**src/cpudt_pkg.sv**
```systemverilog
// Purpose: Shared constants and types for the opcode decode tail core.
// Assumes: APB register map with 32-bit words and one byte-wide memory port.
// Notes:   Cycle figures are whole instruction cycles at the core clock.
package cpudt_pkg;

  localparam logic [7:0] OFS_CTRL = 8'h00;
  localparam logic [7:0] OFS_PC   = 8'h04;
  localparam logic [7:0] OFS_REGS = 8'h08;
  localparam logic [7:0] OFS_STAT = 8'h0c;
  localparam logic [7:0] OFS_EA   = 8'h10;
  localparam logic [7:0] OFS_CYC  = 8'h14;

  localparam int CTRL_RUN   = 0;
  localparam int STAT_RUN   = 0;
  localparam int STAT_SLEEP = 1;
  localparam int STAT_UNSUP = 2;
  localparam int STAT_STATE = 4;

  localparam int CCR_H = 4;
  localparam int CCR_I = 3;
  localparam int CCR_N = 2;
  localparam int CCR_Z = 1;
  localparam int CCR_C = 0;

  localparam logic [4:0]  CCR_RST = 5'h08;
  localparam logic [15:0] PC_RST  = 16'h0000;
  localparam logic [7:0]  ACC_RST = 8'h00;
  localparam logic [7:0]  X_RST   = 8'h00;

  localparam logic [7:0] OP_TST_DIR = 8'h3d;
  localparam logic [7:0] OP_TST_A   = 8'h4d;
  localparam logic [7:0] OP_TST_X   = 8'h5d;
  localparam logic [7:0] OP_TST_IX1 = 8'h6d;
  localparam logic [7:0] OP_TST_IX  = 8'h7d;
  localparam logic [7:0] OP_TXA     = 8'h9f;
  localparam logic [7:0] OP_WAIT    = 8'h8f;

  localparam logic [3:0] CYC_TST_DIR = 4'h4;
  localparam logic [3:0] CYC_TST_INH = 4'h3;
  localparam logic [3:0] CYC_TST_IX1 = 4'h5;
  localparam logic [3:0] CYC_TST_IX  = 4'h4;
  localparam logic [3:0] CYC_TXA     = 4'h2;
  localparam logic [3:0] CYC_WAIT    = 4'h2;
  localparam logic [3:0] CYC_BITBR   = 4'h5;
  localparam logic [3:0] CYC_OTHER   = 4'h2;

  typedef enum logic [2:0] {
    st_idle  = 3'b000,
    st_fetch = 3'b001,
    st_opnd  = 3'b011,
    st_data  = 3'b010,
    st_exec  = 3'b110,
    st_sleep = 3'b111
  } cpudt_state_t;

  typedef enum logic [3:0] {
    bit_branch_mode          = 4'h0,
    bit_direct_mode          = 4'h1,
    relative_mode            = 4'h2,
    direct_mode              = 4'h3,
    no_operand_mode          = 4'h4,
    indexed_byte_offset_mode = 4'h5,
    indexed_plain_mode       = 4'h6,
    immediate_mode           = 4'h7,
    full_address_mode        = 4'h8,
    indexed_word_offset_mode = 4'h9
  } cpudt_mode_t;

  typedef enum logic [2:0] {
    cls_none              = 3'h0,
    test_zero_negative_op = 3'h1,
    index_to_acc_copy_op  = 3'h2,
    wait_op               = 3'h3,
    bit_branch_op         = 3'h4
  } cpudt_cls_t;

  typedef struct packed {
    cpudt_mode_t mode;
    cpudt_cls_t  cls;
    logic [1:0]  nbytes;
    logic        needs_mem;
    logic [3:0]  cycles;
  } cpudt_dec_t;

endpackage

```
**src/cpudt_core.sv**
```systemverilog
// Purpose: Fetch, operand gathering and execution for the decode tail core.
// Assumes: Memory answers a held read with mem_rvalid on the same clock.
// Notes:   Registers are reached over APB with one wait-free access cycle.
`timescale 1ns/100ps
`default_nettype none
module cpudt_core
  import cpudt_pkg::*;
(
  input  wire logic        ref_clk,
  input  wire logic        reset,
  input  wire logic        psel,
  input  wire logic        penable,
  input  wire logic        pwrite,
  input  wire logic [7:0]  paddr,
  input  wire logic [31:0] pwdata,
  output logic      [31:0] prdata,
  output logic             pready,
  output logic             pslverr,
  output logic             mem_rd,
  output logic      [15:0] mem_addr,
  input  wire logic [7:0]  mem_rdata,
  input  wire logic        mem_rvalid,
  input  wire logic        wake_irq,
  output logic             cpu_clk_en
);

  cpudt_state_t state_r, state_nxt;
  cpudt_dec_t   dec_r, dec_nxt, dec_w;
  logic [15:0]  pc_r, pc_nxt, opnd_r, opnd_nxt, ea_r, ea_nxt, addr_r, addr_nxt;
  logic [7:0]   acc_r, acc_nxt, x_r, x_nxt, data_r, data_nxt, opcode_r, opcode_nxt;
  logic [4:0]   ccr_r, ccr_nxt;
  logic [3:0]   clk_r, clk_nxt;
  logic [1:0]   cnt_r, cnt_nxt;
  logic [31:0]  cyc_r, cyc_nxt, prdata_r, prdata_nxt;
  logic         rd_r, rd_nxt, en_r, en_nxt, run_r, run_nxt, unsup_r, unsup_nxt;
  logic         pready_r, pready_nxt, pslverr_r, pslverr_nxt;
  logic         done_w, take_w, wr_w, tst_ix_w, bit_w, taken_w;
  logic [7:0]   tst_val_w;

  cpudt_decode u_decode (
    .opcode (mem_rdata),
    .dec    (dec_w)
  );

  function automatic logic [15:0] ea_of(cpudt_mode_t m, logic [15:0] op, logic [7:0] x);
    case (m)
      full_address_mode:        ea_of = op;
      indexed_word_offset_mode: ea_of = op + {8'h00, x};
      indexed_byte_offset_mode: ea_of = {8'h00, op[7:0]} + {8'h00, x};
      indexed_plain_mode:       ea_of = {8'h00, x};
      bit_branch_mode:          ea_of = {8'h00, op[15:8]};
      default:                  ea_of = {8'h00, op[7:0]};
    endcase
  endfunction

  assign take_w   = rd_r && mem_rvalid;
  assign wr_w     = psel && penable && pready_r && pwrite;
  assign done_w   = (state_r == st_exec) && (({1'b0, clk_r} + 5'h01) >= {1'b0, dec_r.cycles});
  assign tst_ix_w = (state_r == st_idle);
  assign tst_val_w = (opcode_r == OP_TST_A) ? acc_r : (opcode_r == OP_TST_X) ? x_r : data_r;
  assign bit_w    = data_r[opcode_r[3:1]];
  assign taken_w  = opcode_r[0] ? !bit_w : bit_w;

  always_comb begin
    state_nxt  = state_r;
    dec_nxt    = dec_r;
    pc_nxt     = pc_r;
    opnd_nxt   = opnd_r;
    ea_nxt     = ea_r;
    addr_nxt   = addr_r;
    acc_nxt    = acc_r;
    x_nxt      = x_r;
    data_nxt   = data_r;
    opcode_nxt = opcode_r;
    ccr_nxt    = ccr_r;
    cnt_nxt    = cnt_r;
    cyc_nxt    = cyc_r;
    rd_nxt     = rd_r;
    unsup_nxt  = unsup_r;
    clk_nxt    = (clk_r == 4'hf) ? clk_r : clk_r + 4'h1;
    if (wr_w && paddr == OFS_STAT && pwdata[STAT_UNSUP]) begin
      unsup_nxt = 1'b0;
    end
    if (wr_w && tst_ix_w && paddr == OFS_PC) begin
      pc_nxt = pwdata[15:0];
    end
    if (wr_w && tst_ix_w && paddr == OFS_REGS) begin
      acc_nxt = pwdata[7:0];
      x_nxt   = pwdata[15:8];
      ccr_nxt = pwdata[20:16];
    end
    case (state_r)
      st_idle: begin
        clk_nxt = 4'h0;
        if (run_r) begin
          state_nxt = st_fetch;
          rd_nxt    = 1'b1;
          addr_nxt  = pc_r;
        end
      end
      st_fetch: begin
        if (take_w) begin
          opcode_nxt = mem_rdata;
          dec_nxt    = dec_w;
          pc_nxt     = pc_r + 16'h0001;
          opnd_nxt   = 16'h0000;
          cnt_nxt    = 2'd0;
          if (dec_w.nbytes != 2'd0) begin
            state_nxt = st_opnd;
            addr_nxt  = pc_r + 16'h0001;
          end else if (dec_w.needs_mem) begin
            state_nxt = st_data;
            addr_nxt  = ea_of(dec_w.mode, 16'h0000, x_r);
          end else begin
            state_nxt = st_exec;
            rd_nxt    = 1'b0;
          end
        end
      end
      st_opnd: begin
        if (take_w) begin
          opnd_nxt = {opnd_r[7:0], mem_rdata};
          pc_nxt   = pc_r + 16'h0001;
          cnt_nxt  = cnt_r + 2'd1;
          addr_nxt = pc_r + 16'h0001;
          if (cnt_r + 2'd1 == dec_r.nbytes) begin
            ea_nxt = ea_of(dec_r.mode, opnd_nxt, x_r);
            if (dec_r.needs_mem) begin
              state_nxt = st_data;
              addr_nxt  = ea_nxt;
            end else begin
              state_nxt = st_exec;
              rd_nxt    = 1'b0;
            end
          end
        end
      end
      st_data: begin
        if (take_w) begin
          data_nxt  = mem_rdata;
          ea_nxt    = addr_r;
          rd_nxt    = 1'b0;
          state_nxt = st_exec;
        end
      end
      st_exec: begin
        if (done_w) begin
          cyc_nxt = cyc_r + {28'h0000000, dec_r.cycles};
          clk_nxt = 4'h0;
          case (dec_r.cls)
            test_zero_negative_op: begin
              ccr_nxt[CCR_N] = tst_val_w[7];
              ccr_nxt[CCR_Z] = (tst_val_w == 8'h00);
            end
            index_to_acc_copy_op: acc_nxt = x_r;
            wait_op: ccr_nxt[CCR_I] = 1'b0;
            bit_branch_op: begin
              if (taken_w) begin
                pc_nxt = pc_r + {{8{opnd_r[7]}}, opnd_r[7:0]};
              end
            end
            default: unsup_nxt = 1'b1;
          endcase
          if (dec_r.cls == wait_op) begin
            state_nxt = st_sleep;
          end else if (run_r) begin
            state_nxt = st_fetch;
            rd_nxt    = 1'b1;
            addr_nxt  = pc_nxt;
          end else begin
            state_nxt = st_idle;
          end
        end
      end
      st_sleep: begin
        clk_nxt = 4'h0;
        if (wake_irq) begin
          state_nxt = run_r ? st_fetch : st_idle;
          rd_nxt    = run_r;
          addr_nxt  = pc_r;
        end
      end
      default: begin
        state_nxt = st_idle;
        rd_nxt    = 1'b0;
      end
    endcase
    en_nxt = (state_nxt != st_sleep);
  end

  always_ff @(posedge ref_clk) begin
    if (reset) begin
      state_r  <= st_idle;
      dec_r    <= '{mode: no_operand_mode, cls: cls_none, nbytes: 2'd0,
                    needs_mem: 1'b0, cycles: CYC_OTHER};
      pc_r     <= PC_RST;
      opnd_r   <= 16'h0000;
      ea_r     <= 16'h0000;
      addr_r   <= 16'h0000;
      acc_r    <= ACC_RST;
      x_r      <= X_RST;
      data_r   <= 8'h00;
      opcode_r <= 8'h00;
      ccr_r    <= CCR_RST;
      clk_r    <= 4'h0;
      cnt_r    <= 2'd0;
      cyc_r    <= 32'h00000000;
      rd_r     <= 1'b0;
      en_r     <= 1'b1;
      unsup_r  <= 1'b0;
    end else begin
      state_r  <= state_nxt;
      dec_r    <= dec_nxt;
      pc_r     <= pc_nxt;
      opnd_r   <= opnd_nxt;
      ea_r     <= ea_nxt;
      addr_r   <= addr_nxt;
      acc_r    <= acc_nxt;
      x_r      <= x_nxt;
      data_r   <= data_nxt;
      opcode_r <= opcode_nxt;
      ccr_r    <= ccr_nxt;
      clk_r    <= clk_nxt;
      cnt_r    <= cnt_nxt;
      cyc_r    <= cyc_nxt;
      rd_r     <= rd_nxt;
      en_r     <= en_nxt;
      unsup_r  <= unsup_nxt;
    end
  end

  // The APB slave answers in the first access cycle; read data is taken at setup.
  always_comb begin
    run_nxt     = run_r;
    pready_nxt  = psel && !penable;
    pslverr_nxt = 1'b0;
    prdata_nxt  = prdata_r;
    if (wr_w && paddr == OFS_CTRL) begin
      run_nxt = pwdata[CTRL_RUN];
    end
    if (psel && !penable) begin
      prdata_nxt = 32'h00000000;
      case (paddr)
        OFS_CTRL: prdata_nxt[CTRL_RUN] = run_r;
        OFS_PC:   prdata_nxt[15:0] = pc_r;
        OFS_REGS: prdata_nxt[20:0] = {ccr_r, x_r, acc_r};
        OFS_STAT: prdata_nxt[6:0] = {state_r, 1'b0, unsup_r, !en_r, run_r};
        OFS_EA:   prdata_nxt[15:0] = ea_r;
        OFS_CYC:  prdata_nxt = cyc_r;
        default:  pslverr_nxt = 1'b1;
      endcase
    end
  end

  always_ff @(posedge ref_clk) begin
    if (reset) begin
      run_r     <= 1'b0;
      pready_r  <= 1'b0;
      pslverr_r <= 1'b0;
      prdata_r  <= 32'h00000000;
    end else begin
      run_r     <= run_nxt;
      pready_r  <= pready_nxt;
      pslverr_r <= pslverr_nxt;
      prdata_r  <= prdata_nxt;
    end
  end

  assign prdata     = prdata_r;
  assign pready     = pready_r;
  assign pslverr    = pslverr_r;
  assign mem_rd     = rd_r;
  assign mem_addr   = addr_r;
  assign cpu_clk_en = en_r;

  property p_tst_flags;
    @(posedge ref_clk) disable iff (reset)
    done_w && dec_r.cls == test_zero_negative_op |=>
      ccr_r[CCR_Z] == ($past(tst_val_w) == 8'h00) && ccr_r[CCR_N] == $past(tst_val_w[7])
      && ccr_r[4:3] == $past(ccr_r[4:3]) && ccr_r[CCR_C] == $past(ccr_r[CCR_C]);
  endproperty
  a_tst_flags: assert property (p_tst_flags) else $error("test flags wrong");

  property p_tst_cycles;
    @(posedge ref_clk) disable iff (reset)
    done_w && opcode_r == OP_TST_IX1 |-> clk_r >= 4'h4;
  endproperty
  a_tst_cycles: assert property (p_tst_cycles) else $error("test took too few cycles");

  property p_txa;
    @(posedge ref_clk) disable iff (reset)
    done_w && dec_r.cls == index_to_acc_copy_op |=> acc_r == $past(x_r) && ccr_r == $past(ccr_r);
  endproperty
  a_txa: assert property (p_txa) else $error("index copy wrong");

  property p_wait;
    @(posedge ref_clk) disable iff (reset)
    done_w && dec_r.cls == wait_op |=> state_r == st_sleep && !ccr_r[CCR_I] && !cpu_clk_en;
  endproperty
  a_wait: assert property (p_wait) else $error("wait did not halt");

  property p_word_order;
    @(posedge ref_clk) disable iff (reset)
    state_r == st_opnd && take_w && dec_r.nbytes == 2'd2 && cnt_r == 2'd1 |=>
      opnd_r[15:8] == $past(opnd_r[7:0]) && opnd_r[7:0] == $past(mem_rdata);
  endproperty
  a_word_order: assert property (p_word_order) else $error("operand byte order wrong");

  property p_byte_addr;
    @(posedge ref_clk) disable iff (reset)
    state_r == st_data && dec_r.mode == indexed_byte_offset_mode |->
      mem_addr == {8'h00, opnd_r[7:0]} + {8'h00, x_r};
  endproperty
  a_byte_addr: assert property (p_byte_addr) else $error("byte offset address wrong");

  property p_ext_addr;
    @(posedge ref_clk) disable iff (reset)
    state_r == st_data && dec_r.mode == full_address_mode |-> mem_addr == opnd_r;
  endproperty
  a_ext_addr: assert property (p_ext_addr) else $error("extended address wrong");

  property p_branch;
    @(posedge ref_clk) disable iff (reset)
    done_w && dec_r.cls == bit_branch_op |=>
      pc_r == $past(pc_r) + ($past(taken_w) ? {{8{$past(opnd_r[7])}}, $past(opnd_r[7:0])} : 16'h0000);
  endproperty
  a_branch: assert property (p_branch) else $error("bit branch target wrong");

  property p_opnd_len;
    @(posedge ref_clk) disable iff (reset)
    state_r == st_opnd |-> dec_r.nbytes == 2'd1 || dec_r.nbytes == 2'd2;
  endproperty
  a_opnd_len: assert property (p_opnd_len) else $error("operand length out of range");

  property p_ix_addr;
    @(posedge ref_clk) disable iff (reset)
    state_r == st_data && dec_r.mode == indexed_plain_mode |-> mem_addr == {8'h00, x_r};
  endproperty
  a_ix_addr: assert property (p_ix_addr) else $error("plain index address wrong");

  property p_mode_nibble;
    @(posedge ref_clk) disable iff (reset)
    state_r == st_exec && opcode_r[7:4] == 4'hd |-> dec_r.mode == indexed_word_offset_mode;
  endproperty
  a_mode_nibble: assert property (p_mode_nibble) else $error("mode decode wrong");

  c_wait_wake: cover property (@(posedge ref_clk) disable iff (reset)
    state_r == st_sleep ##1 state_r == st_fetch);
  c_branch_taken: cover property (@(posedge ref_clk) disable iff (reset)
    done_w && dec_r.cls == bit_branch_op && taken_w);
  c_tst_zero: cover property (@(posedge ref_clk) disable iff (reset)
    done_w && dec_r.cls == test_zero_negative_op && tst_val_w == 8'h00);
  c_word_mode: cover property (@(posedge ref_clk) disable iff (reset)
    done_w && dec_r.mode == indexed_word_offset_mode);

endmodule
`default_nettype wire

```
**src/cpudt_decode.sv**
```systemverilog
// Purpose: Combinational opcode decoder.
// Assumes: Opcode byte is stable while it is decoded.
// Notes:   Upper nibble picks the mode and the bit-branch operation, the whole opcode byte the other operations.
`timescale 1ns/100ps
`default_nettype none
module cpudt_decode
  import cpudt_pkg::*;
(
  input  wire logic [7:0] opcode,
  output cpudt_dec_t      dec
);

  always_comb begin
    dec = '{mode: no_operand_mode, cls: cls_none, nbytes: 2'd0,
            needs_mem: 1'b0, cycles: CYC_OTHER};
    case (opcode[7:4])
      4'h0: begin
        dec.mode      = bit_branch_mode;
        dec.nbytes    = 2'd2;
        dec.cls       = bit_branch_op;
        dec.needs_mem = 1'b1;
        dec.cycles    = CYC_BITBR;
      end
      4'h1: begin dec.mode = bit_direct_mode; dec.nbytes = 2'd1; end
      4'h2: begin dec.mode = relative_mode; dec.nbytes = 2'd1; end
      4'h3, 4'hb: begin dec.mode = direct_mode; dec.nbytes = 2'd1; end
      4'h6, 4'he: begin dec.mode = indexed_byte_offset_mode; dec.nbytes = 2'd1; end
      4'h7, 4'hf: begin dec.mode = indexed_plain_mode; end
      4'ha: begin dec.mode = immediate_mode; dec.nbytes = 2'd1; end
      4'hc: begin dec.mode = full_address_mode; dec.nbytes = 2'd2; end
      4'hd: begin dec.mode = indexed_word_offset_mode; dec.nbytes = 2'd2; end
      default: begin dec.mode = no_operand_mode; end
    endcase
    case (opcode)
      OP_TST_DIR: begin dec.cls = test_zero_negative_op; dec.needs_mem = 1'b1; dec.cycles = CYC_TST_DIR; end
      OP_TST_A:   begin dec.cls = test_zero_negative_op; dec.cycles = CYC_TST_INH; end
      OP_TST_X:   begin dec.cls = test_zero_negative_op; dec.cycles = CYC_TST_INH; end
      OP_TST_IX1: begin dec.cls = test_zero_negative_op; dec.needs_mem = 1'b1; dec.cycles = CYC_TST_IX1; end
      OP_TST_IX:  begin dec.cls = test_zero_negative_op; dec.needs_mem = 1'b1; dec.cycles = CYC_TST_IX; end
      OP_TXA:     begin dec.cls = index_to_acc_copy_op; dec.cycles = CYC_TXA; end
      OP_WAIT:    begin dec.cls = wait_op; dec.cycles = CYC_WAIT; end
      default:    begin end
    endcase
  end

endmodule
`default_nettype wire

```
**config.mk**
```make
export PLATFORM = sky130hd
export DESIGN_NAME = cpudt_core
export DESIGN_NICKNAME = d
export VERILOG_FILES = /design/src/cpudt_pkg.sv /design/src/cpudt_core.sv /design/src/cpudt_decode.sv
export SDC_FILE = /design/constraint.sdc
export NUM_CORES = 1
export LEC_CHECK = 0
export ABC_CLOCK_PERIOD_IN_PS = 3700
export BUFFER_PORTS_ARGS = -buffer_cell sky130_fd_sc_hd__buf_2
export CAP_MARGIN = 20
export CORE_MARGIN = 5
export CORE_UTILIZATION = 40
export CTS_BUF_LIST = sky130_fd_sc_hd__clkbuf_4
export DETAILED_ROUTE_END_ITERATION = 16
export GPL_TIMING_DRIVEN = 0
export PLACE_DENSITY = 0.68
export SYNTH_ARGS = -nofsm -noshare
export SYNTH_HDL_FRONTEND = slang
export SYNTH_HIERARCHICAL = 1
export SYNTH_SLANG_ARGS = --single-unit
```
**constraint.sdc**
```tcl
create_clock -name ref_clk -period 3.7 [get_ports ref_clk]
set_clock_uncertainty 0.2 [all_clocks]
set_input_delay 0.37 -clock ref_clk [delete_from_list [all_inputs] [get_ports ref_clk]]
set_output_delay 0.37 -clock ref_clk [all_outputs]
set_load 0.02 [all_outputs]
```
# Yosys cells after proc, flatten, opt, wreduce, memory -nomap -nowiden
# Cells that the tools add are included.
[totals]
inputBits = 55
register_bits = 186
out_inout_bits = 52
[classes]
muxes = 89
n_eq_ne = 57
magnitude_cmp = 2
n_reduce_logical = 48
bitwise = 1
n_addsub = 8
[ops]
columns = ["op", "count"]
rows = [
  ["16-bit two-way mux", 19],
  ["16-bit one-hot mux with 5 select lines", 2],
  ["8-bit two-way mux", 9],
  ["16-bit one-hot mux with 2 select lines", 2],
  ["8-bit by 7-bit equality test with 1-bit output (second input constant)", 6],
  ["3-bit two-way mux", 14],
  ["4-bit equality test (second input constant)", 10],
  ["4-bit one-hot mux with 9 select lines", 1],
  ["9-bit one-hot mux with 4 select lines", 1],
  ["32-bit by 4-bit adder with 32-bit output", 1],
  ["6-bit one-hot mux with 5 select lines", 1],
  ["4-bit by 3-bit equality test with 1-bit output (second input constant)", 6],
  ["2-bit inequality test (second input constant)", 12],
  ["1-bit two-way mux", 21],
  ["2-bit OR reduction", 10],
  ["3-bit one-hot mux with 6 select lines", 1],
  ["16-bit by 1-bit adder with 16-bit output (second input constant)", 1],
  ["16-bit adder", 1],
  ["16-bit by 8-bit adder with 16-bit output", 1],
  ["8-bit by 4-bit equality test with 1-bit output (second input constant)", 2],
  ["8-bit by 5-bit equality test with 1-bit output (second input constant)", 2],
  ["8-bit equality test (second input constant)", 2],
  ["8-bit zero test", 2],
  ["4-bit one-hot mux with 4 select lines", 1],
  ["44 further kinds", 77],
]

# Longest topological paths before layout
# Gate-level depths: netlist (run 1).
[depth]
ltp_word = 12
depth_mapped = 12
ltp_nobuf = 11

# Cells and area by module
# Netlist (run 1), hierarchy kept.
[modules_own_cells]
columns = ["module", "cells_each", "n_inst", "seq_area_each_um2", "area_per_inst_um2"]
rows = [
  ["cpudt_core", 1390, 1, 3723.6, 10953.0],
  ["cpudt_decode", 38, 1, 0.0, 282.8],
]

# Worst setup path after synthesis (run 1)
# OpenSTA, ideal clock, no wires.
[synth_timing]
path_kind = "register -> register"
start = "register clk_r[0]"
end = "register cyc_r[26]"
setup_time_ps = 70
required_time_ps = 3430
n_path_buf = 0
arrival_ps = 2568
stages_incl_launch_ff = 11
path_slack_ps = 862
period_less_slack_ps = 2838
cell_sequence = "dfxtp_1 > ha_1 > xor2_1 > ha_1 > o21ai_0 > o21ai_1 > o211ai_1 > nor2_1 > nand3_1 > or3_1 > a21oi_1"
[synth_between]
elab_chain_len = 4
[synth_lines]
columns = ["element", "line", "text"]
rows = [
  ["from (decl)", "cpudt_core.sv:32", "logic [3:0] clk_r, clk_nxt;"],
  ["from (signal assigned)", "cpudt_core.sv:223", "clk_r <= clk_nxt;"],
  ["4-bit by 1-bit adder with 5-bit output", "cpudt_core.sv:58", "assign done_w = (state_r == st_exec) && (({1'b0, clk_r} + 5'h01) >= {1'b0, dec_r.cycles});"],
  ["5-bit by 4-bit greater-or-equal comparator with 1-bit output", "cpudt_core.sv:58", ""],
  ["1-bit logical AND", "cpudt_core.sv:58", ""],
  ["2-bit AND reduction (no line)", "-", ""],
  ["to (signal assigned)", "cpudt_core.sv:225", "cyc_r <= cyc_nxt;"],
  ["to (decl)", "cpudt_core.sv:34", "logic [31:0] cyc_r, cyc_nxt, prdata_r, prdata_nxt;"],
]
# Every way passes these cells.
# A chain may end at the register's enable or synchronous reset.

==> results of run 1 <==
==> power groups by stage <==
| stage | registers (mW) | clock network, mW | logic (mW) |
|---|---|---|---|
| after floorplan | 2.07 | 0 | 0.113 |
| after global placement | 2.06 | 0 | 0.228 |
| after detailed placement | 2.06 | 0 | 0.230 |
| after CTS | 2.02 | 1.31 | 0.253 |
| after global routing | 2.02 | 1.40 | 0.274 |
| final | 2.02 | 1.29 | 0.258 |
==> metrics by stage <==
step / total power [mW] / instance area, µm² / utilization / cells
after floorplan: 2.18 / 11200 / - / 1428
after global placement: 2.29 / 12200 / 0.438 / 1898
after detailed placement: 2.29 / 12200 / 0.438 / 1898
after CTS: 3.58 / 12800 / 0.460 / 1957
after global routing: 3.69 / 12800 / 0.461 / 1960
final: 3.57 / 12800 / 0.461 / 1960
==> state kept, by name, summed over array words and instances (netlist names), 2 cells and up <==
register	cells
mem_addr	16
pc_r	16
opnd_r	8
prdata	32
opcode_r	8
dec_r	14
data_r	8
x_r	8
ccr_r	5
ea_r	16
clk_r	4
cnt_r	2
state_r	3
cyc_r	32
acc_r	8
==> repair_timing <==
action | 4_1_cts | 5_1_grt
hold buffers | 27 | 0
endpoints found under the hold margin | 47 | 0
buffers inserted | 0 | 1
setup endpoints to repair | 0 | 39
gates resized for setup | 0 | 9
==> worst max-delay path by stage <==
stage | endpoint | cells after the start
2_1_floorplan | cyc_r[26]$_SDFFE_PP0P_ | 10
3_3_place_gp | mem_addr[15]$_SDFFE_PP0P_ | 10
3_5_place_dp | mem_addr[15]$_SDFFE_PP0P_ | 10
4_1_cts | mem_addr[15]$_SDFFE_PP0P_ | 9
5_1_grt | mem_addr[13]$_SDFFE_PP0P_ | 12
6_report | mem_addr[13]$_SDFFE_PP0P_ | 12
==> logic make-up after synthesis <==
group	Yosys count	share of synthesized area
AO/OA/AOI/OAI	389	0.234
XOR/XNOR	64	0.0499
adder cells (fa/ha/maj)	36	0.0421
buffers and inverters	118	0.0445
flip-flops	186	0.331
multiplexers	57	0.0549
other	1	0.000334
AND/OR/NAND/NOR	577	0.243
==> area by class of cell <==
type / instances / area share
inverter: 34 / 0.0102
multi-input combinational: 1124 / 0.548
antenna: 1 / 0.000195
clock buffer: 17 / 0.00996
clock inverter: 15 / 0.0164
buffer: 84 / 0.0290
sequential: 186 / 0.291
tap: 378 / 0.0369
timing repair buffer: 121 / 0.0585
==> per-layer routing <==
layer,GRT usage,part of all wire
met2,0.418,0.42
met3,0.0554,0.10
met1,0.380,0.43
met4,0.111,0.046
met5,0,0.00029
==> cells in the mapped netlist (6+ instances only) <==
cell type                    n  area share
sky130_fd_sc_hd__nor2b_1    10      0.0056
sky130_fd_sc_hd__o22ai_1     8      0.0045
sky130_fd_sc_hd__buf_4       7      0.0047
sky130_fd_sc_hd__a311oi_1    6      0.0047
sky130_fd_sc_hd__o211ai_1   14      0.0094
sky130_fd_sc_hd__clkbuf_1   59       0.020
sky130_fd_sc_hd__nor3_1     45       0.020
sky130_fd_sc_hd__o31ai_1     7      0.0047
sky130_fd_sc_hd__nand2b_1   14      0.0078
sky130_fd_sc_hd__inv_1      33       0.011
sky130_fd_sc_hd__a31oi_1    10      0.0056
sky130_fd_sc_hd__mux2i_1    40       0.036
sky130_fd_sc_hd__a221oi_1   17       0.013
sky130_fd_sc_hd__o21a_1      9      0.0060
sky130_fd_sc_hd__a22oi_1    24       0.016
sky130_fd_sc_hd__or3_1      21       0.012
sky130_fd_sc_hd__and2_1      6      0.0033
sky130_fd_sc_hd__nand3_1    38       0.017
sky130_fd_sc_hd__ha_1       33       0.037
sky130_fd_sc_hd__a21o_1     10      0.0067
sky130_fd_sc_hd__nor2_1    216       0.072
sky130_fd_sc_hd__a21oi_1   114       0.051
sky130_fd_sc_hd__and3_1     14      0.0078
sky130_fd_sc_hd__nor4_1     10      0.0056
sky130_fd_sc_hd__nand3b_1    8      0.0053
sky130_fd_sc_hd__nand4_1     8      0.0045
sky130_fd_sc_hd__buf_2      11      0.0049
sky130_fd_sc_hd__mux2_2     14       0.014
sky130_fd_sc_hd__nand2_1   152       0.051
sky130_fd_sc_hd__xor2_1     29       0.023
sky130_fd_sc_hd__a211oi_1   36       0.024
sky130_fd_sc_hd__o21ai_0    60       0.027
sky130_fd_sc_hd__dfxtp_1   186        0.33
sky130_fd_sc_hd__xnor2_1    35       0.027
sky130_fd_sc_hd__a222oi_1   18       0.016
==> worst register-to-register path: cells and delay by family, from the launching register on <==
family / cells / cell delay [ps]
simple gates: 3 / 310
flops: 1 / 540
buf+inv: 1 / 80
compound gates: 5 / 1630
fa+ha+maj: 2 / 700
==> out/metrics.json, run 1 <==
{
  "critical_path": {
    "worst_ep_required_time_ps": 3970,
    "cpMostUsedCell": "sky130_fd_sc_hd__nor3_1",
    "reg2reg_setup_slack_ps": 140,
    "startpoint": "mem_rdata[7]",
    "cp_slowest_cell": "sky130_fd_sc_hd__clkbuf_1",
    "worstPathBufferInverterCount": 4,
    "cells_on_worst_reg2reg_path": 11,
    "timing.rr.start": "x_r[0]$_SDFFE_PP0P_",
    "path_max_fanout": 10,
    "max_stage_delay_ps": 570,
    "crit_arrival_ps": 3840,
    "worst_setup_path_end_kind": "flop",
    "setup.worst_path.class": "in2reg",
    "worstReg2RegEnd": "ea_r[6]$_SDFFE_PP0P_",
    "path_cells": "dlygate4sd3_1 > buf_2 > buf_6 > nor3_1 > a21oi_1 > nor2_1 > nor3_1 > a311o_1 > clkbuf_1 > nor3_1 > a2111oi_0 > a211oi_1",
    "path_delay_family": "buffers and inverters",
    "cp-start-kind": "input port"
  },
  "die": {
    "die_height_um": 178,
    "core_um2": 27800,
    "num_io_pins": 107,
    "fp.dieArea_um2": 31500,
    "die_width_um": 178,
    "placementRows": 61,
    "floorplan.initialDensity": 0.404
  },
  "grt": {
    "remaining_global_route_overflow": 0,
    "grt_pass1_vias": 11200,
    "grt_start_max_net_pins": 22,
    "global_route_usage_over_all_layers": 0.275,
    "grt_pass1_wl_um": 66400,
    "antenna_violations_before_repair": 2
  },
  "placed_design": {
    "port-buffer-count": 92,
    "post-dp-hpwl_um": 34000,
    "routabilityCongestion": 1.02,
    "pre_cts_ws_ps": 37.1
  },
  "pwr": {
    "p_leak_nw": 4.92,
    "netSwitchingFraction": 0.299,
    "power.share.sequential": 0.565,
    "max_rail_drop_vdd_mv": 0.255,
    "power.clock.fraction": 0.362,
    "internal_power_mw": 2.50,
    "total_switching_power_mw": 1.07,
    "cellPowerDensity_nw_per_um2": 279,
    "part_of_the_total_power_dissipated_in_combinational_logic": 0.072
  },
  "hold_path": {
    "hp-start": "paddr[3]",
    "hold_path_class": "in2reg",
    "worst_hold_path.endpoint": "prdata[1]$_SDFFE_PP0P_",
    "worstHoldPathCells": 4
  },
  "timing": {
    "layout_min_cycle_time_ps": 3570,
    "finalSetupViolations": 0,
    "maxSlewViolCount": 0,
    "timing.hold.ws_ps": 39.2,
    "fin_crit_sh": 0.965,
    "achievable-frequency_mhz": 280,
    "relSlewSlack": 0.338,
    "rsz_0062_raised_after_global_routing": "no",
    "layout_setup_ws_ps": 130,
    "worst_pin_slew_ps": 979,
    "setup_tns_ps": 0,
    "hold_viol": 0
  },
  "routing": {
    "drt-vias-per-instance": 6.14,
    "firstDrtPassIters": 6,
    "route.detailed.wl_per_inst_um": 22.6,
    "count_of_routing_violations_after_the_opening_detailed_route_iteration": 1535,
    "finalWirelength_um": 44200,
    "route.detailed.drc": 0,
    "dr_total_vias": 12000,
    "remaining_antenna_violation_count": 0
  },
  "synth": {
    "synth_area_per_cell_um2": 7.87,
    "synth_edf_count": 0,
    "synth_nets": 1519,
    "synthArstFlopShare": 0,
    "synth_cell_area_um2": 11200,
    "yosysWarnings": 6,
    "postSynthCellCount": 1428,
    "ys_dominant_reg_cell": "sky130_fd_sc_hd__dfxtp_1",
    "synth_cell_types": 90,
    "synth-seq-area-share": 0.331,
    "ffs_latches_synth": 186
  },
  "clocking": {
    "clock_insertion_delay_worst_skew_ps": 620,
    "clk_transition_reported_paths_ps": 190,
    "clk_root_buffer_cell": "sky130_fd_sc_hd__clkbuf_4",
    "cts_tree": "done",
    "cts_buffers": 17,
    "cts_sinks": 186,
    "ctsLongestPathBuffers": 2,
    "htree_levels": 4
  },
  "layout": {
    "layout.filler_cells": 2864,
    "final_net_count": 1659,
    "final_layout_size_suffix_gt1_frac": 0.125,
    "layout_common_cells": "215 x sky130_fd_sc_hd__nor2_1, 183 x sky130_fd_sc_hd__dfxtp_1, 152 x sky130_fd_sc_hd__nand2_1, 114 x sky130_fd_sc_hd__a21oi_1, 103 x sky130_fd_sc_hd__buf_2",
    "layout_commonest_cell": "sky130_fd_sc_hd__nor2_1",
    "multi_input_area_um2": 7020,
    "flow.area_growth_from_synthesis_pct": 14.0,
    "ff_latch_area_um2": 3730
  },
  "status": {
    "status": "completed"
  },
  "job": {
    "cap_violations": 0
  }
}
(Power assumes the default switching activity.)
==> run 2: changes to the inputs <==
- SETUP_SLACK_MARGIN: not set -> 0.2
==> out/metrics.json, run 2 (synthesis gave the netlist of run 1 again) <==
{
  "layout": {
    "final_layout_size_suffix_gt1_frac": {"value": 0.131, "change": "+0.00624"},
    "layout_commonest_cell": "sky130_fd_sc_hd__nor2_1",
    "final_net_count": {"value": 1660, "change": "+0.060%"},
    "layout_common_cells": "214 x sky130_fd_sc_hd__nor2_1, 183 x sky130_fd_sc_hd__dfxtp_1, 152 x sky130_fd_sc_hd__nand2_1, 114 x sky130_fd_sc_hd__a21oi_1, 103 x sky130_fd_sc_hd__buf_2",
    "layout.filler_cells": {"value": 2860, "change": "-0.14%"},
    "design_area": {"value": 12900, "unit": "µm²", "change": "+0.38%"},
    "flow.area_growth_from_synthesis_pct": 14.5
  },
  "timing": {
    "achievable-frequency": {"value": 293, "unit": "MHz", "change": "+4.6%"},
    "relSlewSlack": {"value": 0.350, "change": "+0.0121"},
    "rsz_0062_raised_after_global_routing": "yes",
    "layout_min_cycle_time": {"value": 3410, "unit": "ps", "change": "-157 ps"},
    "hold_viol": {"value": 0, "change": "unchanged"},
    "maxSlewViolCount": {"value": 0, "change": "unchanged"},
    "finalSetupViolations": {"value": 0, "change": "unchanged"},
    "fin_crit_sh": {"value": 0.922, "change": "-0.0424"},
    "worst_pin_slew": {"value": 971, "unit": "ps", "change": "-7.95 ps"},
    "setup_tns": {"value": 0, "unit": "ps", "change": "unchanged"}
  },
  "grt": {
    "remaining_global_route_overflow": {"value": 0, "change": "unchanged"},
    "global_route_usage_over_all_layers": {"value": 0.275, "change": "about the same"},
    "grt_pass1_vias": {"value": 11200, "change": "+0.20%"},
    "grt_pass1_wl": {"value": 66400, "unit": "µm", "change": "about the same"},
    "grt_start_max_net_pins": {"value": 22, "change": "unchanged"},
    "antenna_violations_before_repair": {"value": 2, "change": "unchanged"}
  },
  "routing": {
    "route.detailed.wl_per_inst": {"value": 22.6, "unit": "µm", "change": "+0.21%"},
    "dr_total_vias": {"value": 12000, "change": "-0.55%"},
    "route.detailed.drc": {"value": 0, "change": "unchanged"},
    "finalWirelength": {"value": 44300, "unit": "µm", "change": "+0.26%"},
    "firstDrtPassIters": {"value": 6, "change": "unchanged"},
    "drt-vias-per-instance": {"value": 6.10, "change": "-0.60%"},
    "count_of_routing_violations_after_the_opening_detailed_route_iteration": {"value": 1582, "change": "+3.1%"},
    "remaining_antenna_violation_count": {"value": 0, "change": "unchanged"}
  },
  "clocking": {
    "ctsLongestPathBuffers": {"value": 2, "change": "unchanged"},
    "cts_buffers": {"value": 17, "change": "unchanged"},
    "cts_tree": "done",
    "clock_insertion_delay_worst_skew": {"value": 620, "unit": "ps", "change": "about the same"},
    "htree_levels": {"value": 4, "change": "unchanged"},
    "clk_root_buffer_cell": "sky130_fd_sc_hd__clkbuf_4",
    "clk_transition_reported_paths": {"value": 190, "unit": "ps", "change": "about the same"},
    "cts_sinks": {"value": 186, "change": "unchanged"}
  },
  "die": {
    "die_height": {"value": 178, "unit": "µm", "change": "unchanged"},
    "floorplan.initialDensity": {"value": 0.404, "change": "unchanged"},
    "fp.dieArea": {"value": 31500, "unit": "µm²", "change": "unchanged"},
    "core": {"value": 27800, "unit": "µm²", "change": "unchanged"},
    "die_width": {"value": 178, "unit": "µm", "change": "unchanged"},
    "num_io_pins": {"value": 107, "change": "unchanged"},
    "placementRows": {"value": 61, "change": "unchanged"}
  },
  "critical_path": {
    "crit_arrival": {"value": 3680, "unit": "ps", "change": "-160 ps"},
    "worst_setup_path_end_kind": "flop",
    "max_stage_delay": {"value": 580, "unit": "ps", "change": "about the same"},
    "worst_ep_required_time": {"value": 3970, "unit": "ps", "change": "about the same"},
    "cp-start-kind": "input port",
    "setup.worst_path.class": "in2reg",
    "path_delay_family": "buffers and inverters",
    "cp_slowest_cell": "sky130_fd_sc_hd__a2111oi_0",
    "path_cells": "dlygate4sd3_1 > buf_2 > buf_6 > nor3_1 > a21oi_1 > nor2_1 > nor3_1 > a311o_1 > clkbuf_2 > nor3_1 > a2111oi_0 > a211oi_1",
    "cpMostUsedCell": "sky130_fd_sc_hd__nor3_1",
    "worstPathBufferInverterCount": {"value": 4, "change": "unchanged"},
    "path_max_fanout": {"value": 10, "change": "unchanged"}
  },
  "pwr": {
    "max_rail_drop_vdd": {"value": 0.258, "unit": "mV", "change": "+1.1%"},
    "p_leak": {"value": 4.96, "unit": "nW", "change": "+0.69%"},
    "total_switching_power": {"value": 1.08, "unit": "mW", "change": "+0.70%"},
    "netSwitchingFraction": {"value": 0.301, "change": "+0.00147"},
    "cellPowerDensity": {"value": 278, "unit": "nW/µm²", "change": "-0.17%"},
    "power.share.sequential": {"value": 0.564, "change": "about the same"},
    "power.clock.fraction": {"value": 0.363, "change": "about the same"},
    "part_of_the_total_power_dissipated_in_combinational_logic": {"value": 0.073, "change": "about the same"},
    "internal_power": {"value": 2.50, "unit": "mW", "change": "about the same"}
  },
  "placed_design": {
    "post-dp-hpwl": {"value": 34000, "unit": "µm", "change": "unchanged"},
    "dpl-instance-area": {"value": 12200, "unit": "µm²", "change": "unchanged"},
    "port-buffer-count": {"value": 92, "change": "unchanged"},
    "routabilityCongestion": {"value": 1.02, "change": "unchanged"}
  },
  "job": {
    "cap_violations": {"value": 0, "change": "unchanged"}
  },
  "hold_path": {
    "hold_path_class": "in2reg"
  },
  "status": {
    "status": "completed"
  }
}
run 2: changes by cell type in the layout (fill, tap and decap cells not counted), sizes merged:
cell and change:
buf +1
run 2: tightest hold or removal path: stages:
cell and delay (ps):
sky130_fd_sc_hd__clkbuf_1 180, sky130_fd_sc_hd__nand2_1 120, sky130_fd_sc_hd__or3_1 100, sky130_fd_sc_hd__a211oi_1 50
run 2: timing repair:
item	in CTS	in global routing
pin swaps	1	2
endpoints found under the hold margin	47	0
buffers inserted	1	2
hold buffers	27	0
cloned	0	0
endpoints found under the setup margin	26	45
resized for setup	4	23
run 2: per-stage QoR:
step | power [mW] | instances | hold WS, ps | setup slack, ps | util
floorplan | 2.18 | 1428 | 229 | 862 | -
global placement | 2.29 | 1898 | 243 | 27.9 | 0.438
detailed placement | 2.29 | 1898 | 248 | 37.1 | 0.438
CTS | 3.58 | 1958 | 13.9 | 202 | 0.461
global route | 3.69 | 1961 | 34.1 | 143 | 0.463
finish | 3.58 | 1961 | 40.0 | 287 | 0.463
run 2: power groups by stage:
stage / Clock, mW / Sequential (mW) / Combinational, mW
after global routing: 1.40 / 2.02 / 0.275
after detailed placement: 0 / 2.06 / 0.230
after floorplan: 0 / 2.07 / 0.113
after CTS: 1.31 / 2.02 / 0.253
after global placement: 0 / 2.06 / 0.228
final: 1.30 / 2.02 / 0.260
run 2: layout make-up:
type                            count  area [µm²]  area share
Tap cell                          378         473      0.0368
Multi-Input combinational cell   1124        7060       0.549
Inverter                           34         130      0.0101
Clock inverter                     15         210      0.0163
Clock buffer                       17         128     0.00992
Sequential cell                   186        3730       0.290
Antenna cell                        1        2.50    0.000195
Buffer                             84         377      0.0293
Timing Repair Buffer              122         753      0.0586
run 2: final timing paths:
check	cells past startpoint	slack, ps	end	from
worst max-delay path	12	290	mem_addr[13]$_SDFFE_PP0P_	mem_rdata[7]
worst min-delay path	4	40	prdata[1]$_SDFFE_PP0P_	paddr[3]
worst max register to register	9	290	mem_addr[13]$_SDFFE_PP0P_	x_r[7]$_SDFFE_PP0P_
worst min register to register	2	280	opcode_r[7]$_SDFFE_PP0P_	opcode_r[7]$_SDFFE_PP0P_
run 2: routing by layer:
layer  track usage  routed length, µm  part of all wire  vias to the layer above
met4         0.111               2060             0.046                        2
met2         0.419              18700              0.42                      698
met1         0.379              19000              0.43                     5653
li1              -                  -                 -                     5468
met3        0.0569               4580              0.10                      144
met5             0                 13           0.00029                        -
==> run 3: changes to the inputs <==
- ABC_AREA: not set -> 1
- PLACE_DENSITY: 0.68 -> 0.67
==> out/metrics.json, run 3 <==
{
  "clocking": {
    "htree_levels": {"value": 4, "change": "unchanged"},
    "ctsLongestPathBuffers": {"value": 2, "change": "unchanged"},
    "cts_buffers": {"value": 17, "change": "unchanged"},
    "cts_tree": "done",
    "clk_transition_reported_paths": {"value": 190, "unit": "ps", "change": "about the same"},
    "clk_root_buffer_cell": "sky130_fd_sc_hd__clkbuf_4",
    "cts_sinks": {"value": 186, "change": "unchanged"},
    "clock_insertion_delay_worst_skew": {"value": 650, "unit": "ps", "change": "+30 ps"},
    "post_cts_repair_timing_setup_buffer_count": {"value": 0, "change": "-1"}
  },
  "die": {
    "num_io_pins": {"value": 107, "change": "unchanged"},
    "core": {"value": 31500, "unit": "µm²", "change": "+13%"},
    "fp.dieArea": {"value": 35400, "unit": "µm²", "change": "+12%"},
    "die_width": {"value": 188, "unit": "µm", "change": "+5.9%"},
    "placementRows": {"value": 65, "change": "+6.6%"},
    "die_height": {"value": 188, "unit": "µm", "change": "+5.9%"},
    "floorplan.initialDensity": {"value": 0.403, "change": "-0.00129"}
  },
  "routing": {
    "finalWirelength": {"value": 52500, "unit": "µm", "change": "+18%"},
    "route.detailed.drc": {"value": 0, "change": "unchanged"},
    "route.detailed.wl_per_inst": {"value": 20.3, "unit": "µm", "change": "-10%"},
    "remaining_antenna_violation_count": {"value": 0, "change": "unchanged"},
    "drt-vias-per-instance": {"value": 5.64, "change": "-7.5%"},
    "count_of_routing_violations_after_the_opening_detailed_route_iteration": {"value": 1812, "change": "+15%"},
    "dr_total_vias": {"value": 14600, "change": "+22%"},
    "firstDrtPassIters": {"value": 7, "change": "+1"}
  },
  "pwr": {
    "p_leak": {"value": 6.31, "unit": "nW", "change": "+27%"},
    "max_rail_drop_vdd": {"value": 0.223, "unit": "mV", "change": "-13%"},
    "cellPowerDensity": {"value": 255, "unit": "nW/µm²", "change": "-8.3%"}
  },
  "grt": {
    "grt_start_max_net_pins": {"value": 20, "change": "-9.1%"},
    "grt_pass1_wl": {"value": 80100, "unit": "µm", "change": "+20%"},
    "antenna_violations_before_repair": {"value": 2, "change": "unchanged"},
    "grt_pass1_vias": {"value": 13700, "change": "+22%"},
    "remaining_global_route_overflow": {"value": 0, "change": "unchanged"},
    "global_route_usage_over_all_layers": {"value": 0.291, "change": "+0.0160"}
  },
  "synth": {
    "ys_top_cells_by_count": "533 x sky130_fd_sc_hd__nand2_1, 227 x sky130_fd_sc_hd__inv_1, 194 x sky130_fd_sc_hd__a21oi_1",
    "synthArstFlopShare": {"value": 0, "change": "unchanged"},
    "ys_dominant_reg_cell": "sky130_fd_sc_hd__dfxtp_1",
    "postSynthCellCount": {"value": 2027, "change": "+42%"},
    "leading_cell_type_by_number_of_instances_after_synthesis": "sky130_fd_sc_hd__nand2_1",
    "synth_cell_area": {"value": 12700, "unit": "µm²", "change": "+13%"},
    "ffs_latches_synth": {"value": 186, "change": "unchanged"},
    "synth_edf_count": {"value": 0, "change": "unchanged"},
    "synthTopCellsByArea": "sky130_fd_sc_hd__dfxtp_1 29%, sky130_fd_sc_hd__nand2_1 16%, sky130_fd_sc_hd__a21oi_1 7.7%, sky130_fd_sc_hd__inv_1 6.7%, sky130_fd_sc_hd__o21ai_0 6.3%",
    "synth_nets": {"value": 2118, "change": "+39%"},
    "yosysWarnings": {"value": 6, "change": "unchanged"},
    "netlist.area_leader.share": {"value": 0.293, "change": "-0.0379"},
    "synth-seq-area-share": {"value": 0.293, "change": "-0.0379"},
    "yosysTopAreaCell": "sky130_fd_sc_hd__dfxtp_1",
    "synth_area_per_cell": {"value": 6.26, "unit": "µm²", "change": "-20%"},
    "synth_cell_types": {"value": 55, "change": "-39%"}
  },
  "timing": {
    "rsz_0062_raised_after_global_routing": "no",
    "layout_min_cycle_time": {"value": 3170, "unit": "ps", "change": "-247 ps"},
    "hold_viol": {"value": 0, "change": "unchanged"},
    "fin_crit_sh": {"value": 0.856, "change": "-0.0667"},
    "relSlewSlack": {"value": 0.380, "change": "+0.0300"},
    "worst_pin_slew": {"value": 929, "unit": "ps", "change": "-41.5 ps"},
    "finalSetupViolations": {"value": 0, "change": "unchanged"},
    "achievable-frequency": {"value": 316, "unit": "MHz", "change": "+7.8%"},
    "setup_tns": {"value": 0, "unit": "ps", "change": "unchanged"},
    "maxSlewViolCount": {"value": 0, "change": "unchanged"}
  },
  "layout": {
    "layout.filler_cells": {"value": 3332, "change": "+17%"},
    "final_net_count": {"value": 2263, "change": "+36%"},
    "layout_common_cells": "533 x sky130_fd_sc_hd__nand2_1, 227 x sky130_fd_sc_hd__inv_1, 194 x sky130_fd_sc_hd__a21oi_1, 186 x sky130_fd_sc_hd__dfxtp_1, 169 x sky130_fd_sc_hd__nor2_1",
    "flow.area_growth_from_synthesis_pct": 12.8,
    "design_area": {"value": 14300, "unit": "µm²", "change": "+11%"},
    "layout_commonest_cell": "sky130_fd_sc_hd__nand2_1",
    "final_layout_size_suffix_gt1_frac": {"value": 0.108, "change": "-0.0224"}
  },
  "critical_path": {
    "worst_ep_required_time": {"value": 4110, "unit": "ps", "change": "+140 ps"},
    "crit_arrival": {"value": 3580, "unit": "ps", "change": "-100 ps"},
    "path_max_fanout": {"value": 9, "change": "-1"},
    "cp-start-kind": "flop",
    "worst_setup_path_end_kind": "flop",
    "reg2reg_setup_slack": {"value": 530, "unit": "ps", "change": "+250 ps"},
    "setup.worst_path.class": "reg2reg"
  },
  "job": {
    "cap_violations": {"value": 0, "change": "unchanged"}
  },
  "placed_design": {
    "dpl-instance-area": {"value": 13700, "unit": "µm²", "change": "+12%"},
    "routabilityCongestion": {"value": 1.08, "change": "+6.0%"},
    "post-dp-hpwl": {"value": 41600, "unit": "µm", "change": "+23%"},
    "port-buffer-count": {"value": 94, "change": "+2.2%"}
  },
  "hold_path": {
    "hold_path_class": "in2reg"
  },
  "status": {
    "status": "completed"
  }
}
## run 3: cell count changes after synthesis, sizes merged, moves of 22 or more
| cell | previous run | this run |
|---|---|---|
| nand2 | 152 | 543 |
| nand3 | 38 | 148 |
| inv | 34 | 245 |
| a22oi | 24 | 2 |
| a211oi | 36 | 3 |
| mux2i | 41 | 0 |
| o21ai | 64 | 187 |
| a21oi | 118 | 201 |
| nor2 | 217 | 189 |
## run 3: what timing repair did
item | 4_1_cts | 5_1_grt
endpoints found under the hold margin | 55 | 0
hold buffers | 32 | 0
resized for setup | 0 | 0
endpoints found under the setup margin | 0 | 0
## run 3: path summary, 6_finish.rpt
kind                                              from                     end  cells after the start
worst max-delay path               clk_r[0]$_SDFF_PP0_      pc_r[9]$_SDFF_PP0_                     12
worst min-delay path                          wake_irq   state_r[2]$_SDFF_PP0_                      5
worst max register to register     clk_r[0]$_SDFF_PP0_      pc_r[9]$_SDFF_PP0_                     12
worst min register to register  prdata[8]$_SDFFE_PP0P_  prdata[8]$_SDFFE_PP0P_                      2
## run 3: cell type report
class	count	area [µm²]	area share
Clock inverter	15	194	0.0136
Inverter	250	941	0.0657
Buffer	72	354	0.0247
Multi-Input combinational cell	1519	7670	0.536
Antenna cell	3	7.51	0.000525
Sequential cell	186	3720	0.260
Tap cell	402	503	0.0351
Clock buffer	17	128	0.00892
Timing Repair Buffer	126	791	0.0553
## run 3: power breakdown
| part | switching (mW) | total [mW] | internal [mW] |
|---|---|---|---|
| Combinational | 0.194 | 0.282 | 0.0877 |
| Clock | 0.895 | 1.34 | 0.444 |
| Sequential | 0.00927 | 2.03 | 2.02 |
## run 3: worst max-delay path, stage by stage (launching register included)
cell and delay, ps:
sky130_fd_sc_hd__dfxtp_1 440, sky130_fd_sc_hd__ha_1 210, sky130_fd_sc_hd__xor2_1 190, sky130_fd_sc_hd__ha_1 250, sky130_fd_sc_hd__nand2_1 70, sky130_fd_sc_hd__a21boi_0 90, sky130_fd_sc_hd__nor2_2 340, sky130_fd_sc_hd__nand2_2 290
sky130_fd_sc_hd__nand2_1 200, sky130_fd_sc_hd__clkinv_1 380, sky130_fd_sc_hd__o221ai_1 310, sky130_fd_sc_hd__nand2_1 80, sky130_fd_sc_hd__inv_1 70
## run 3: stage by stage
stage	setup slack (ps)	std cells	util	hold slack (ps)	power (mW)
2_1_floorplan	1430	2027	-	229	2.19
3_3_place_gp	716	2523	0.434	245	2.32
3_5_place_dp	691	2523	0.434	255	2.32
4_1_cts	659	2587	0.454	27.3	3.65
5_1_grt	367	2589	0.455	57.6	3.75
6_report	533	2590	0.455	50.2	3.65
## run 3: cell families after synthesis
logic type,count (synthesis),share of synthesized area
adder cells (fa/ha/maj),36,0.0373
buffers and inverters,322,0.102
XOR/XNOR,46,0.0318
other,1,0.000296
flip-flops,186,0.293
AND/OR/NAND/NOR,974,0.333
AO/OA/AOI/OAI,462,0.202
## run 3: per-layer routing
metal  GRT usage  up-vias  part of all wire
li1            -     6991                 -
met1       0.388     6777              0.42
met2       0.465      723              0.44
met3      0.0413      122             0.082
met4       0.136        0             0.051
met5           0        -                 0
